<file path="src/fepr_regs.svh">
// register offsets, field positions and load constants for the protection block
// Overview of operation
// - normal mode pflash writes only enlarge protection
// - special mode pflash bits written freely, except size while disable clear
// - reset loads pflash config from 0xFF_FE0C
// - pflash load fault gives full protection
// - protected pflash attempt sets violation flag
// - pflash block erase refused if any protected
// - op enable and high disable select function
// - high size field gives 2, 4, 8 KB
// - high size written only while disable set
// - normal eeprom writes only add protection
// - eeprom disable set ignores size field
// - special mode eeprom fields written freely
// - reset loads eeprom config from 0xFF_FE0D
// - eeprom load fault gives full protection
// - protected eeprom attempt sets same flag
// - eeprom block erase refused if protected
// - eeprom disable bit: 0 protect, 1 open
// - eeprom size gives 32 to 128 bytes
// - flag blocks launch, write one clears
`ifndef FEPR_REGS_SVH
`define FEPR_REGS_SVH
`define FEPR_STATUS_OFS 12'h004
`define FEPR_PF_OFS 12'h008
`define FEPR_EE_OFS 12'h00C
`define FEPR_VIOL_BIT 4
`define FEPR_PF_OPEN_BIT 7
`define FEPR_PF_HDIS_BIT 5
`define FEPR_EE_DIS_BIT 7
`define FEPR_EE_MASK 8'h83
`define FEPR_PF_CFG_ADDR 24'hFFFE0C
`define FEPR_EE_CFG_ADDR 24'hFFFE0D
`define FEPR_PF_FAULT_VAL 8'h7F
`define FEPR_EE_FAULT_VAL 8'h03
`define FEPR_PF_RST_VAL 8'h7F
`define FEPR_EE_RST_VAL 8'h03
`define FEPR_HI_BASE_2K 24'hFFF800
`define FEPR_HI_BASE_4K 24'hFFF000
`define FEPR_HI_BASE_8K 24'hFFE000
`define FEPR_EE_BASE 24'h100000
`define FEPR_EE_STEP 24'h000020
`endif

</file>
<file path="src/fepr_pkg.sv">
// types shared by the protection block
package fepr_pkg;
    typedef enum logic [1:0] {
        FEPR_LD_PF = 2'b00,
        FEPR_LD_EE = 2'b01,
        FEPR_READY = 2'b11
    } fepr_state_t;
    typedef logic [23:0] fepr_addr_t;
endpackage : fepr_pkg

</file>
<file path="src/fepr_top.sv">
// flash and eeprom protection registers, reset load and address check
`timescale 1ns/1ns
`default_nettype none
`include "fepr_regs.svh"
module fepr_top
    import fepr_pkg::*;
#(
    parameter int ADDR_W = 12
) (
    input wire logic clk_in,
    input wire logic nrst_in,
    input wire logic special_mode_in,
    input wire logic psel_in,
    input wire logic penable_in,
    input wire logic pwrite_in,
    input wire logic [ADDR_W-1:0] paddr_in,
    input wire logic [31:0] pwdata_in,
    output logic [31:0] prdata_out,
    output logic pready_out,
    output logic pslverr_out,
    output logic cfg_rd_req_out,
    output logic [23:0] cfg_rd_addr_out,
    input wire logic cfg_rd_valid_in,
    input wire logic [7:0] cfg_rd_data_in,
    input wire logic cfg_rd_dbl_fault_in,
    output logic load_done_out,
    input wire logic chk_valid_in,
    input wire logic [23:0] chk_addr_in,
    input wire logic chk_eeprom_in,
    input wire logic chk_blk_erase_in,
    output logic chk_allowed_out,
    output logic cmd_launch_ok_out
);

    fepr_state_t state_q, state_d;
    logic [7:0] pf_q, pf_d;
    logic [7:0] ee_q, ee_d;
    logic viol_q, viol_d;
    logic [31:0] rdata_q, rdata_d;
    logic err_q, err_d;
    logic ack_q, ack_d;
    logic acc;
    logic wr_st, wr_pf, wr_ee;
    logic pf_prot, ee_prot, refused;
    logic [7:0] pf_full, pf_alt1, pf_alt2, pf_keep, pf_wr;
    logic [1:0] pf_wsz;
    logic [7:0] ee_wr;

    // effective high range size: codes 10 and 11 both mean 8 KB
    function automatic logic [1:0] pf_eff(input logic [1:0] s);
        pf_eff = s[1] ? 2'h2 : s;
    endfunction : pf_eff

    // lowest address of the high range for a size code
    function automatic fepr_addr_t hi_base(input logic [1:0] s);
        fepr_addr_t b;
        case (s)
            2'b00: b = `FEPR_HI_BASE_2K;
            2'b01: b = `FEPR_HI_BASE_4K;
            default: b = `FEPR_HI_BASE_8K;
        endcase
        hi_base = b;
    endfunction : hi_base

    // true when the protected set of n contains that of o
    function automatic logic pf_covers(input logic [7:0] n, input logic [7:0] o);
        logic [1:0] ns;
        logic [1:0] os;
        logic [1:0] of;
        logic r;
        ns = pf_eff(n[4:3]);
        os = pf_eff(o[4:3]);
        of = {o[`FEPR_PF_OPEN_BIT], o[`FEPR_PF_HDIS_BIT]};
        case ({n[`FEPR_PF_OPEN_BIT], n[`FEPR_PF_HDIS_BIT]})
            2'b01: r = 1'b1;
            2'b11: r = (of == 2'b11);
            2'b10: r = (of == 2'b11) || ((of == 2'b10) && (ns >= os));
            2'b00: r = (of == 2'b11) || ((of == 2'b00) && (ns <= os));
            default: r = 1'b0;
        endcase
        pf_covers = r;
    endfunction : pf_covers

    // address decode, shared by read and write paths
    function automatic logic [1:0] reg_sel(input logic [ADDR_W-1:0] a);
        logic [1:0] s;
        case (a)
            `FEPR_STATUS_OFS: s = 2'h1;
            `FEPR_PF_OFS: s = 2'h2;
            `FEPR_EE_OFS: s = 2'h3;
            default: s = 2'h0;
        endcase
        reg_sel = s;
    endfunction : reg_sel

    // apb access phase; one wait state so registered read data stands with pready
    assign acc = psel_in && penable_in;
    assign wr_st = acc && ack_q && pwrite_in && (reg_sel(paddr_in) == 2'h1);
    assign wr_pf = acc && ack_q && pwrite_in && (reg_sel(paddr_in) == 2'h2);
    assign wr_ee = acc && ack_q && pwrite_in && (reg_sel(paddr_in) == 2'h3);
    assign pready_out = ack_q;
    assign prdata_out = rdata_q;
    assign pslverr_out = err_q;

    // protection decode for the address offered by the command controller
    always_comb begin
        case ({pf_q[`FEPR_PF_OPEN_BIT], pf_q[`FEPR_PF_HDIS_BIT]})
            2'b11: pf_prot = 1'b0;
            2'b10: pf_prot = (chk_addr_in >= hi_base(pf_q[4:3]));
            2'b01: pf_prot = 1'b1;
            default: pf_prot = (chk_addr_in < hi_base(pf_q[4:3]));
        endcase
        // any protected sector blocks the single pflash block erase
        if (chk_blk_erase_in) begin
            pf_prot = ({pf_q[`FEPR_PF_OPEN_BIT], pf_q[`FEPR_PF_HDIS_BIT]} != 2'b11);
        end
        // the size field has no say while the disable bit is set
        if (ee_q[`FEPR_EE_DIS_BIT]) begin
            ee_prot = 1'b0;
        end else if (chk_blk_erase_in) begin
            ee_prot = 1'b1;
        end else begin
            ee_prot = (chk_addr_in >= `FEPR_EE_BASE) && (chk_addr_in < (`FEPR_EE_BASE
                + (`FEPR_EE_STEP * {22'h0, ee_q[1:0]}) + `FEPR_EE_STEP));
        end
        refused = chk_eeprom_in ? ee_prot : pf_prot;
    end

    assign chk_allowed_out = chk_valid_in && !refused;
    assign cmd_launch_ok_out = !viol_q;

    // candidate values for a pflash write, widest first
    always_comb begin
        pf_wsz = pf_q[`FEPR_PF_HDIS_BIT] ? pwdata_in[4:3] : pf_q[4:3];
        pf_full = {pwdata_in[7:5], pf_wsz, pwdata_in[2:0]};
        pf_alt1 = {pwdata_in[7:5], pf_q[4:3], pwdata_in[2:0]};
        pf_alt2 = {pf_q[7], pwdata_in[6], pf_q[5], pf_wsz, pwdata_in[2:0]};
        pf_keep = {pf_q[7], pwdata_in[6], pf_q[5:3], pwdata_in[2:0]};
        // reserved nv bits pass as written; leaving them erased is software's job
        if (special_mode_in) begin
            pf_wr = pf_full;
        end else if (pf_covers(pf_full, pf_q)) begin
            pf_wr = pf_full;
        end else if (pf_covers(pf_alt1, pf_q)) begin
            pf_wr = pf_alt1;
        end else if (pf_covers(pf_alt2, pf_q)) begin
            pf_wr = pf_alt2;
        end else begin
            pf_wr = pf_keep;
        end
        // eeprom: disable may only fall, size may only grow in normal mode
        if (special_mode_in) begin
            ee_wr = pwdata_in[7:0] & `FEPR_EE_MASK;
        end else begin
            ee_wr = {ee_q[7] & pwdata_in[7], 5'h00,
                (pwdata_in[1:0] > ee_q[1:0]) ? pwdata_in[1:0] : ee_q[1:0]};
        end
    end

    // reset load sequence, then bus writes
    always_comb begin
        state_d = state_q;
        pf_d = pf_q;
        ee_d = ee_q;
        cfg_rd_req_out = (state_q != FEPR_READY);
        cfg_rd_addr_out = (state_q == FEPR_LD_EE) ? `FEPR_EE_CFG_ADDR : `FEPR_PF_CFG_ADDR;
        case (state_q)
            FEPR_LD_PF: begin
                if (cfg_rd_valid_in) begin
                    pf_d = cfg_rd_dbl_fault_in ? `FEPR_PF_FAULT_VAL : cfg_rd_data_in;
                    state_d = FEPR_LD_EE;
                end
            end
            FEPR_LD_EE: begin
                if (cfg_rd_valid_in) begin
                    ee_d = cfg_rd_dbl_fault_in ? `FEPR_EE_FAULT_VAL
                        : (cfg_rd_data_in & `FEPR_EE_MASK);
                    state_d = FEPR_READY;
                end
            end
            FEPR_READY: begin
                if (wr_pf) begin
                    pf_d = pf_wr;
                end
                if (wr_ee) begin
                    ee_d = ee_wr;
                end
            end
            default: state_d = FEPR_LD_PF;
        endcase
    end

    assign load_done_out = (state_q == FEPR_READY);

    // violation flag: a new refusal wins over a write-one clear
    always_comb begin
        viol_d = viol_q;
        if (wr_st && pwdata_in[`FEPR_VIOL_BIT]) begin
            viol_d = 1'b0;
        end
        if (chk_valid_in && refused) begin
            viol_d = 1'b1;
        end
    end

    // read data registered at the access phase
    always_comb begin
        rdata_d = rdata_q;
        err_d = err_q;
        ack_d = acc && !ack_q;
        if (!acc) begin
            err_d = 1'b0;
        end
        if (acc && !ack_q) begin
            err_d = (reg_sel(paddr_in) == 2'h0);
            case (reg_sel(paddr_in))
                2'h1: rdata_d = {27'h0, viol_q, 4'h0};
                2'h2: rdata_d = {24'h0, pf_q};
                2'h3: rdata_d = {24'h0, ee_q};
                default: rdata_d = 32'h0;
            endcase
        end
    end

    // one register stage for all state
    always_ff @(posedge clk_in) begin
        if (!nrst_in) begin
            state_q <= FEPR_LD_PF;
            pf_q <= `FEPR_PF_RST_VAL;
            ee_q <= `FEPR_EE_RST_VAL;
            viol_q <= 1'b0;
            rdata_q <= 32'h0;
            err_q <= 1'b0;
            ack_q <= 1'b0;
        end else begin
            ack_q <= ack_d;
            state_q <= state_d;
            pf_q <= pf_d;
            ee_q <= ee_d;
            viol_q <= viol_d;
            rdata_q <= rdata_d;
            err_q <= err_d;
        end
    end

    // checks on the decoded behaviour
    chk_pf_load: assert property (@(posedge clk_in) disable iff (!nrst_in)
        (state_q == FEPR_LD_PF && cfg_rd_valid_in && !cfg_rd_dbl_fault_in)
        |=> (pf_q == $past(cfg_rd_data_in)) && (state_q == FEPR_LD_EE))
        else $error("pflash config not loaded");
    chk_pf_fault: assert property (@(posedge clk_in) disable iff (!nrst_in)
        (state_q == FEPR_LD_PF && cfg_rd_valid_in && cfg_rd_dbl_fault_in)
        |=> pf_q == 8'h7F)
        else $error("pflash fault load not full protect");
    chk_ee_fault: assert property (@(posedge clk_in) disable iff (!nrst_in)
        (state_q == FEPR_LD_EE && cfg_rd_valid_in && cfg_rd_dbl_fault_in)
        |=> ee_q == 8'h03 ##1 load_done_out)
        else $error("eeprom fault load not full protect");
    chk_viol_set: assert property (@(posedge clk_in) disable iff (!nrst_in)
        (chk_valid_in && !chk_allowed_out) |=> viol_q && !cmd_launch_ok_out)
        else $error("refusal did not set violation");
    chk_viol_clear: assert property (@(posedge clk_in) disable iff (!nrst_in)
        (wr_st && pwdata_in[4] && !(chk_valid_in && refused)) |=> !viol_q)
        else $error("write one did not clear violation");
    chk_viol_hold: assert property (@(posedge clk_in) disable iff (!nrst_in)
        (viol_q && !(wr_st && pwdata_in[4])) |=> viol_q)
        else $error("violation dropped without clear");
    chk_size_lock: assert property (@(posedge clk_in) disable iff (!nrst_in)
        (wr_pf && load_done_out && !pf_q[5]) |=> $stable(pf_q[4:3]))
        else $error("size changed while disable clear");
    chk_pf_full: assert property (@(posedge clk_in) disable iff (!nrst_in)
        (chk_valid_in && !chk_eeprom_in && pf_q[7:5] == 3'b001) |-> !chk_allowed_out)
        else $error("full protect let access pass");
    chk_pf_erase: assert property (@(posedge clk_in) disable iff (!nrst_in)
        (chk_valid_in && chk_blk_erase_in && !chk_eeprom_in && !(pf_q[7] && pf_q[5]))
        |-> !chk_allowed_out)
        else $error("pflash block erase passed");
    chk_ee_open: assert property (@(posedge clk_in) disable iff (!nrst_in)
        (chk_valid_in && chk_eeprom_in && ee_q[7]) |-> chk_allowed_out)
        else $error("open eeprom refused access");
    chk_ee_dis_fall: assert property (@(posedge clk_in) disable iff (!nrst_in)
        (wr_ee && load_done_out && !special_mode_in && !ee_q[7]) |=> !ee_q[7] && ee_q[1:0]
        >= $past(ee_q[1:0]))
        else $error("normal eeprom write removed protection");
    chk_pf_grow: assert property (@(posedge clk_in) disable iff (!nrst_in)
        (wr_pf && load_done_out && !special_mode_in) |=> pf_covers(pf_q, $past(pf_q)))
        else $error("normal pflash write shrank protection");

endmodule : fepr_top
`default_nettype wire

</file>
<file path="config.mk">
export PLATFORM = sky130hd
export DESIGN_NAME = fepr_top
export DESIGN_NICKNAME = d
export VERILOG_FILES = /design/src/fepr_pkg.sv /design/src/fepr_top.sv
export VERILOG_INCLUDE_DIRS = /design/src /design/src/src
export SDC_FILE = /design/constraint.sdc
export NUM_CORES = 1
export LEC_CHECK = 0
export ABC_AREA = 1
export BUFFER_PORTS_ARGS = -buffer_cell sky130_fd_sc_hd__clkbuf_2
export CAP_MARGIN = 20
export CORE_UTILIZATION = 30
export CTS_BUF_LIST = sky130_fd_sc_hd__clkbuf_16
export CTS_CLUSTER_SIZE = 8
export DETAILED_ROUTE_END_ITERATION = 6
export GPL_TIMING_DRIVEN = 0
export PLACE_DENSITY = 0.71
export SLEW_MARGIN = 25
export SYNTH_ARGS = -nofsm -noshare
export SYNTH_HDL_FRONTEND = slang
export SYNTH_SLANG_ARGS = --single-unit
</file>
<file path="constraint.sdc">
create_clock -name clk_in -period 2.6 [get_ports clk_in]
set_input_delay 0.52 -clock clk_in [delete_from_list [all_inputs] [get_ports clk_in]]
set_output_delay 0.52 -clock clk_in [all_outputs]
set_load 0.02 [all_outputs]
</file>
==> results summary <==
The design internal power is 0.0007679 W. The count of pins on the block boundary came out at 149. The critical path endpoint is chk_allowed_out.

The total detailed-routing wirelength came out at 5335 µm. The worst register-to-register path ends at pf_q[3]$_SDFFE_PN1P_. The antenna diode instance count came out at 0. The maximum clock insertion buffer count is 2. The die boundary height is 86.99 µm.

During placement, the flow inserted port buffers numbering 77. The share of the yosys chip area belonging to registers is 0.2217. The clock power share is 0.288. The worst setup path is of the reg -> out kind. Across the routed clock network, the largest skew measured is 0.001366 ns. The worst hold margin came out at 0.4595 ns. The first detailed-routing pass took 4 iterations. The register bit count reported by yosys is 24. The power spent charging and discharging nets is 0.0003843 W.

The leakage power is 1.668 nW. The worst-path maximum fanout came out at 5. The number of hold violations in the final report is 0. The total setup violations reported at the end of the flow came out at 0. The global route total overflow came out at 0. TritonCTS built the clock tree.

The number of unique standard cell types used by synthesis came out at 32. In the synthesized netlist the dominant register cell turns out to be sky130_fd_sc_hd__dfxtp_1. The number of levels in the clock H-tree came out at 1. The maximum VDD drop is 0.1993 mV.

Leaving out fill and tap cells, the most frequent cell in the layout is sky130_fd_sc_hd__clkbuf_2. The via count of the first global-routing pass was 2,101. For this run, the top clock speed supported by timing is 407.4 MHz. Setup slack on the worst reg-to-reg path comes out at 0.31 ns.

After floorplanning, the core was divided into 30 placement rows. In the layout the commonest cells are sky130_fd_sc_hd__clkbuf_2, sky130_fd_sc_hd__nand2_1, sky130_fd_sc_hd__buf_4, sky130_fd_sc_hd__conb_1, sky130_fd_sc_hd__inv_1. In this run the worst hold path is classified as reg -> reg. The share of synthesized flip-flops with an asynchronous set or reset came out at 0. The final critical-path share of the clock period came out at 0.9440. The most critical setup path has its startpoint at ee_q[0]$_SDFFE_PN1P_. The flow ran to the end, and the final reports show no timing, DRC or antenna violations. The count of final max-slew check failures is 0.

The post-synthesis instance total is 338. The startpoint identified for the worst hold timing path is pf_q[0]$_SDFFE_PN1P_. The die area is 7567 µm². The routed wire length per instance is 9.527 µm. The setup TNS after final layout came out at 0 ns. Using the TritonRoute via totals, the vias-per-cell ratio works out to 4.118.

The total number of clock tree sinks is 24. The total power density per cell area came out at 393.2 nW/µm². Setup repair after global routing left no endpoint under its margin.

After synthesis, the mean cell area works out to 6.411 µm². The data required time of the worst path is 2.08 ns. The CTS clock-pin slew for the worst setup and hold paths is 0.06 ns.

The routability-driven placement congestion ratio came out at 0.8069. The total placed instance area is 2841 µm². The final critical delay including setup and external delays is 2.454 ns. Counting the fill cells in the layout gives 754. The detail route stage leaves a number of antenna-violating nets equal to 0. After floorplanning, the core was sized to cover 6869 µm². Of the total power, registers draw 0.362. The area added between synthesis and finish is 35.22%. The final instance area came out at 2930 µm².

After the last flow step, the layout net total stands at 562. Data arrives at the worst endpoint at 1.93 ns. The number of antenna violations at the first check in global routing came out at 0. The maximum number of pins on one net before global-route repair came out at 14. The share of cells above drive strength 1 came out at 0.3384. The initial core utilization came out at 0.3155. The number of max-cap violations came out at 0.

The first global-routing pass estimated 8887 µm of wire. The post-synthesis cell area is 2167 µm². STA classifies the critical path endpoint as an output pin. The combinational power share came out at 0.350. The switching share of power is 0.3335. The DRC violation total after the first TritonRoute iteration came out at 66. The post-CTS setup-driven buffer insertion count is 0.

In this run the horizontal extent of the chip is 86.99 µm. The number of buffers created by CTS is 3. The critical path launch point type is a register. In this run the critical register-to-register path is launched from pf_q[5]$_SDFFE_PN1P_. The routed layout has 2,306 vias. The clock latency on the worst-skew pair is 0.25 ns. For this run, the total global-route usage over all layers was measured as 0.1451. During synthesis, Yosys emitted a total of 0 warnings. The residual DRC count is 0.

The count of flip-flops with a built-in enable after synthesis is 0. The length in cells of the worst reg-to-reg path is 18. The CTS root buffer is sky130_fd_sc_hd__clkbuf_16. The wire-length estimate of the detail-placed layout is 4630 µm.
## Yosys cell counts, drive strengths merged (3+ instances only)
cell / instances / area [µm²]
a21oi: 15 / 78.83
buf: 50 / 369.1
clkbuf: 3 / 11.26
dfxtp: 24 / 480.5
ha: 10 / 125.1
inv: 48 / 180.2
nand2: 78 / 300.3
nand3: 23 / 135.1
nand4: 7 / 50.05
nor2: 38 / 165.2
nor3: 5 / 25.02
o211ai: 7 / 52.55
o21a: 3 / 22.52
o21ai: 16 / 83.83
o31ai: 3 / 22.52
## registers in the layout, indices dropped and copies added, names as in the netlist
| register | flops |
|---|---|
| pf_q | 8 |
| prdata_out | 8 |
| ee_q | 3 |
| state_q | 2 |
| pready_out | 1 |
| pslverr_out | 1 |
| viol_q | 1 |
## final cells by class
class,instances,area [µm²],share of cell area
clock inverter,1,3.754,0.001281
tap,96,120.1,0.04099
inverter,48,180.2,0.06149
sequential,24,483.0,0.1648
timing repair buffer,77,385.4,0.1315
multi-input combinational,258,1300,0.4436
clock buffer,3,75.07,0.02562
buffer,53,382.9,0.1307
## per-layer routing
layer | track usage | part of all wire | vias up
li1 | - | - | 1241
met1 | 0.1842 | 0.45 | 988
met2 | 0.2541 | 0.48 | 73
met3 | 0.03223 | 0.068 | 4
met4 | 0.02273 | 0.0062 | 0
met5 | 0 | 0 | -
## how the worst min path moves through the flow
stage / end / slack, ns / depth (start not counted)
final: pf_q[0]$_SDFFE_PN1P_ / 0.46 / 2
after global routing: prdata_out[6]$_SDFFE_PN0P_ / 0.49 / 2
after CTS: prdata_out[2]$_SDFFE_PN0P_ / 0.47 / 2
after detailed placement: pf_q[0]$_SDFFE_PN1P_ / 0.45 / 2
after global placement: prdata_out[6]$_SDFFE_PN0P_ / 0.45 / 2
after floorplan: pf_q[0]$_SDFFE_PN1P_ / 0.43 / 2
## timing repair
item / 4_1_cts / 5_1_grt
setup endpoints to repair: 0 / 3
hold buffers: 0 / 0
resized for setup: 0 / 6
## cell families after synthesis
kind of cell / Yosys count / synth area share
compound gates: 47 / 0.1374
fa+ha+maj: 10 / 0.05774
buf+inv: 101 / 0.2587
flops: 24 / 0.2217
other cells: 2 / 0.003465
simple gates: 154 / 0.3210
## power groups by stage
| stage | Clock, W | Sequential (W) | Combinational, W |
|---|---|---|---|
| 2_1_floorplan | 0 | 0.000424 | 0.000290 |
| 3_3_place_gp | 0 | 0.000424 | 0.000393 |
| 3_5_place_dp | 0 | 0.000425 | 0.000400 |
| 5_1_grt | 0.000353 | 0.000421 | 0.000457 |
| 4_1_cts | 0.000347 | 0.000416 | 0.000401 |
| 6_report | 0.000332 | 0.000417 | 0.000403 |
## critical path: stages (launching register included)
cell and delay [ns]:
sky130_fd_sc_hd__dfxtp_2 0.35, sky130_fd_sc_hd__ha_1 0.28, sky130_fd_sc_hd__inv_1 0.03, sky130_fd_sc_hd__ha_1 0.27, sky130_fd_sc_hd__o21a_1 0.11, sky130_fd_sc_hd__o21a_1 0.16
sky130_fd_sc_hd__o21ai_1 0.14, sky130_fd_sc_hd__nand2_1 0.07, sky130_fd_sc_hd__nand2_2 0.08, sky130_fd_sc_hd__nor2_1 0.04, sky130_fd_sc_hd__clkbuf_2 0.14
## stage by stage
step                      total power [W]  cells  utilization  setup slack (ns)
final                            0.001152    560       0.4266            0.1456
after global routing             0.001232    560       0.4266           0.02261
after CTS                        0.001164    560       0.4251           0.01479
after detailed placement        0.0008243    556       0.4137            0.2206
after global placement          0.0008170    556       0.4137            0.2550
after floorplan                 0.0007140    383            -            0.4774
Note: power is estimated with default switching activity, not from simulation.
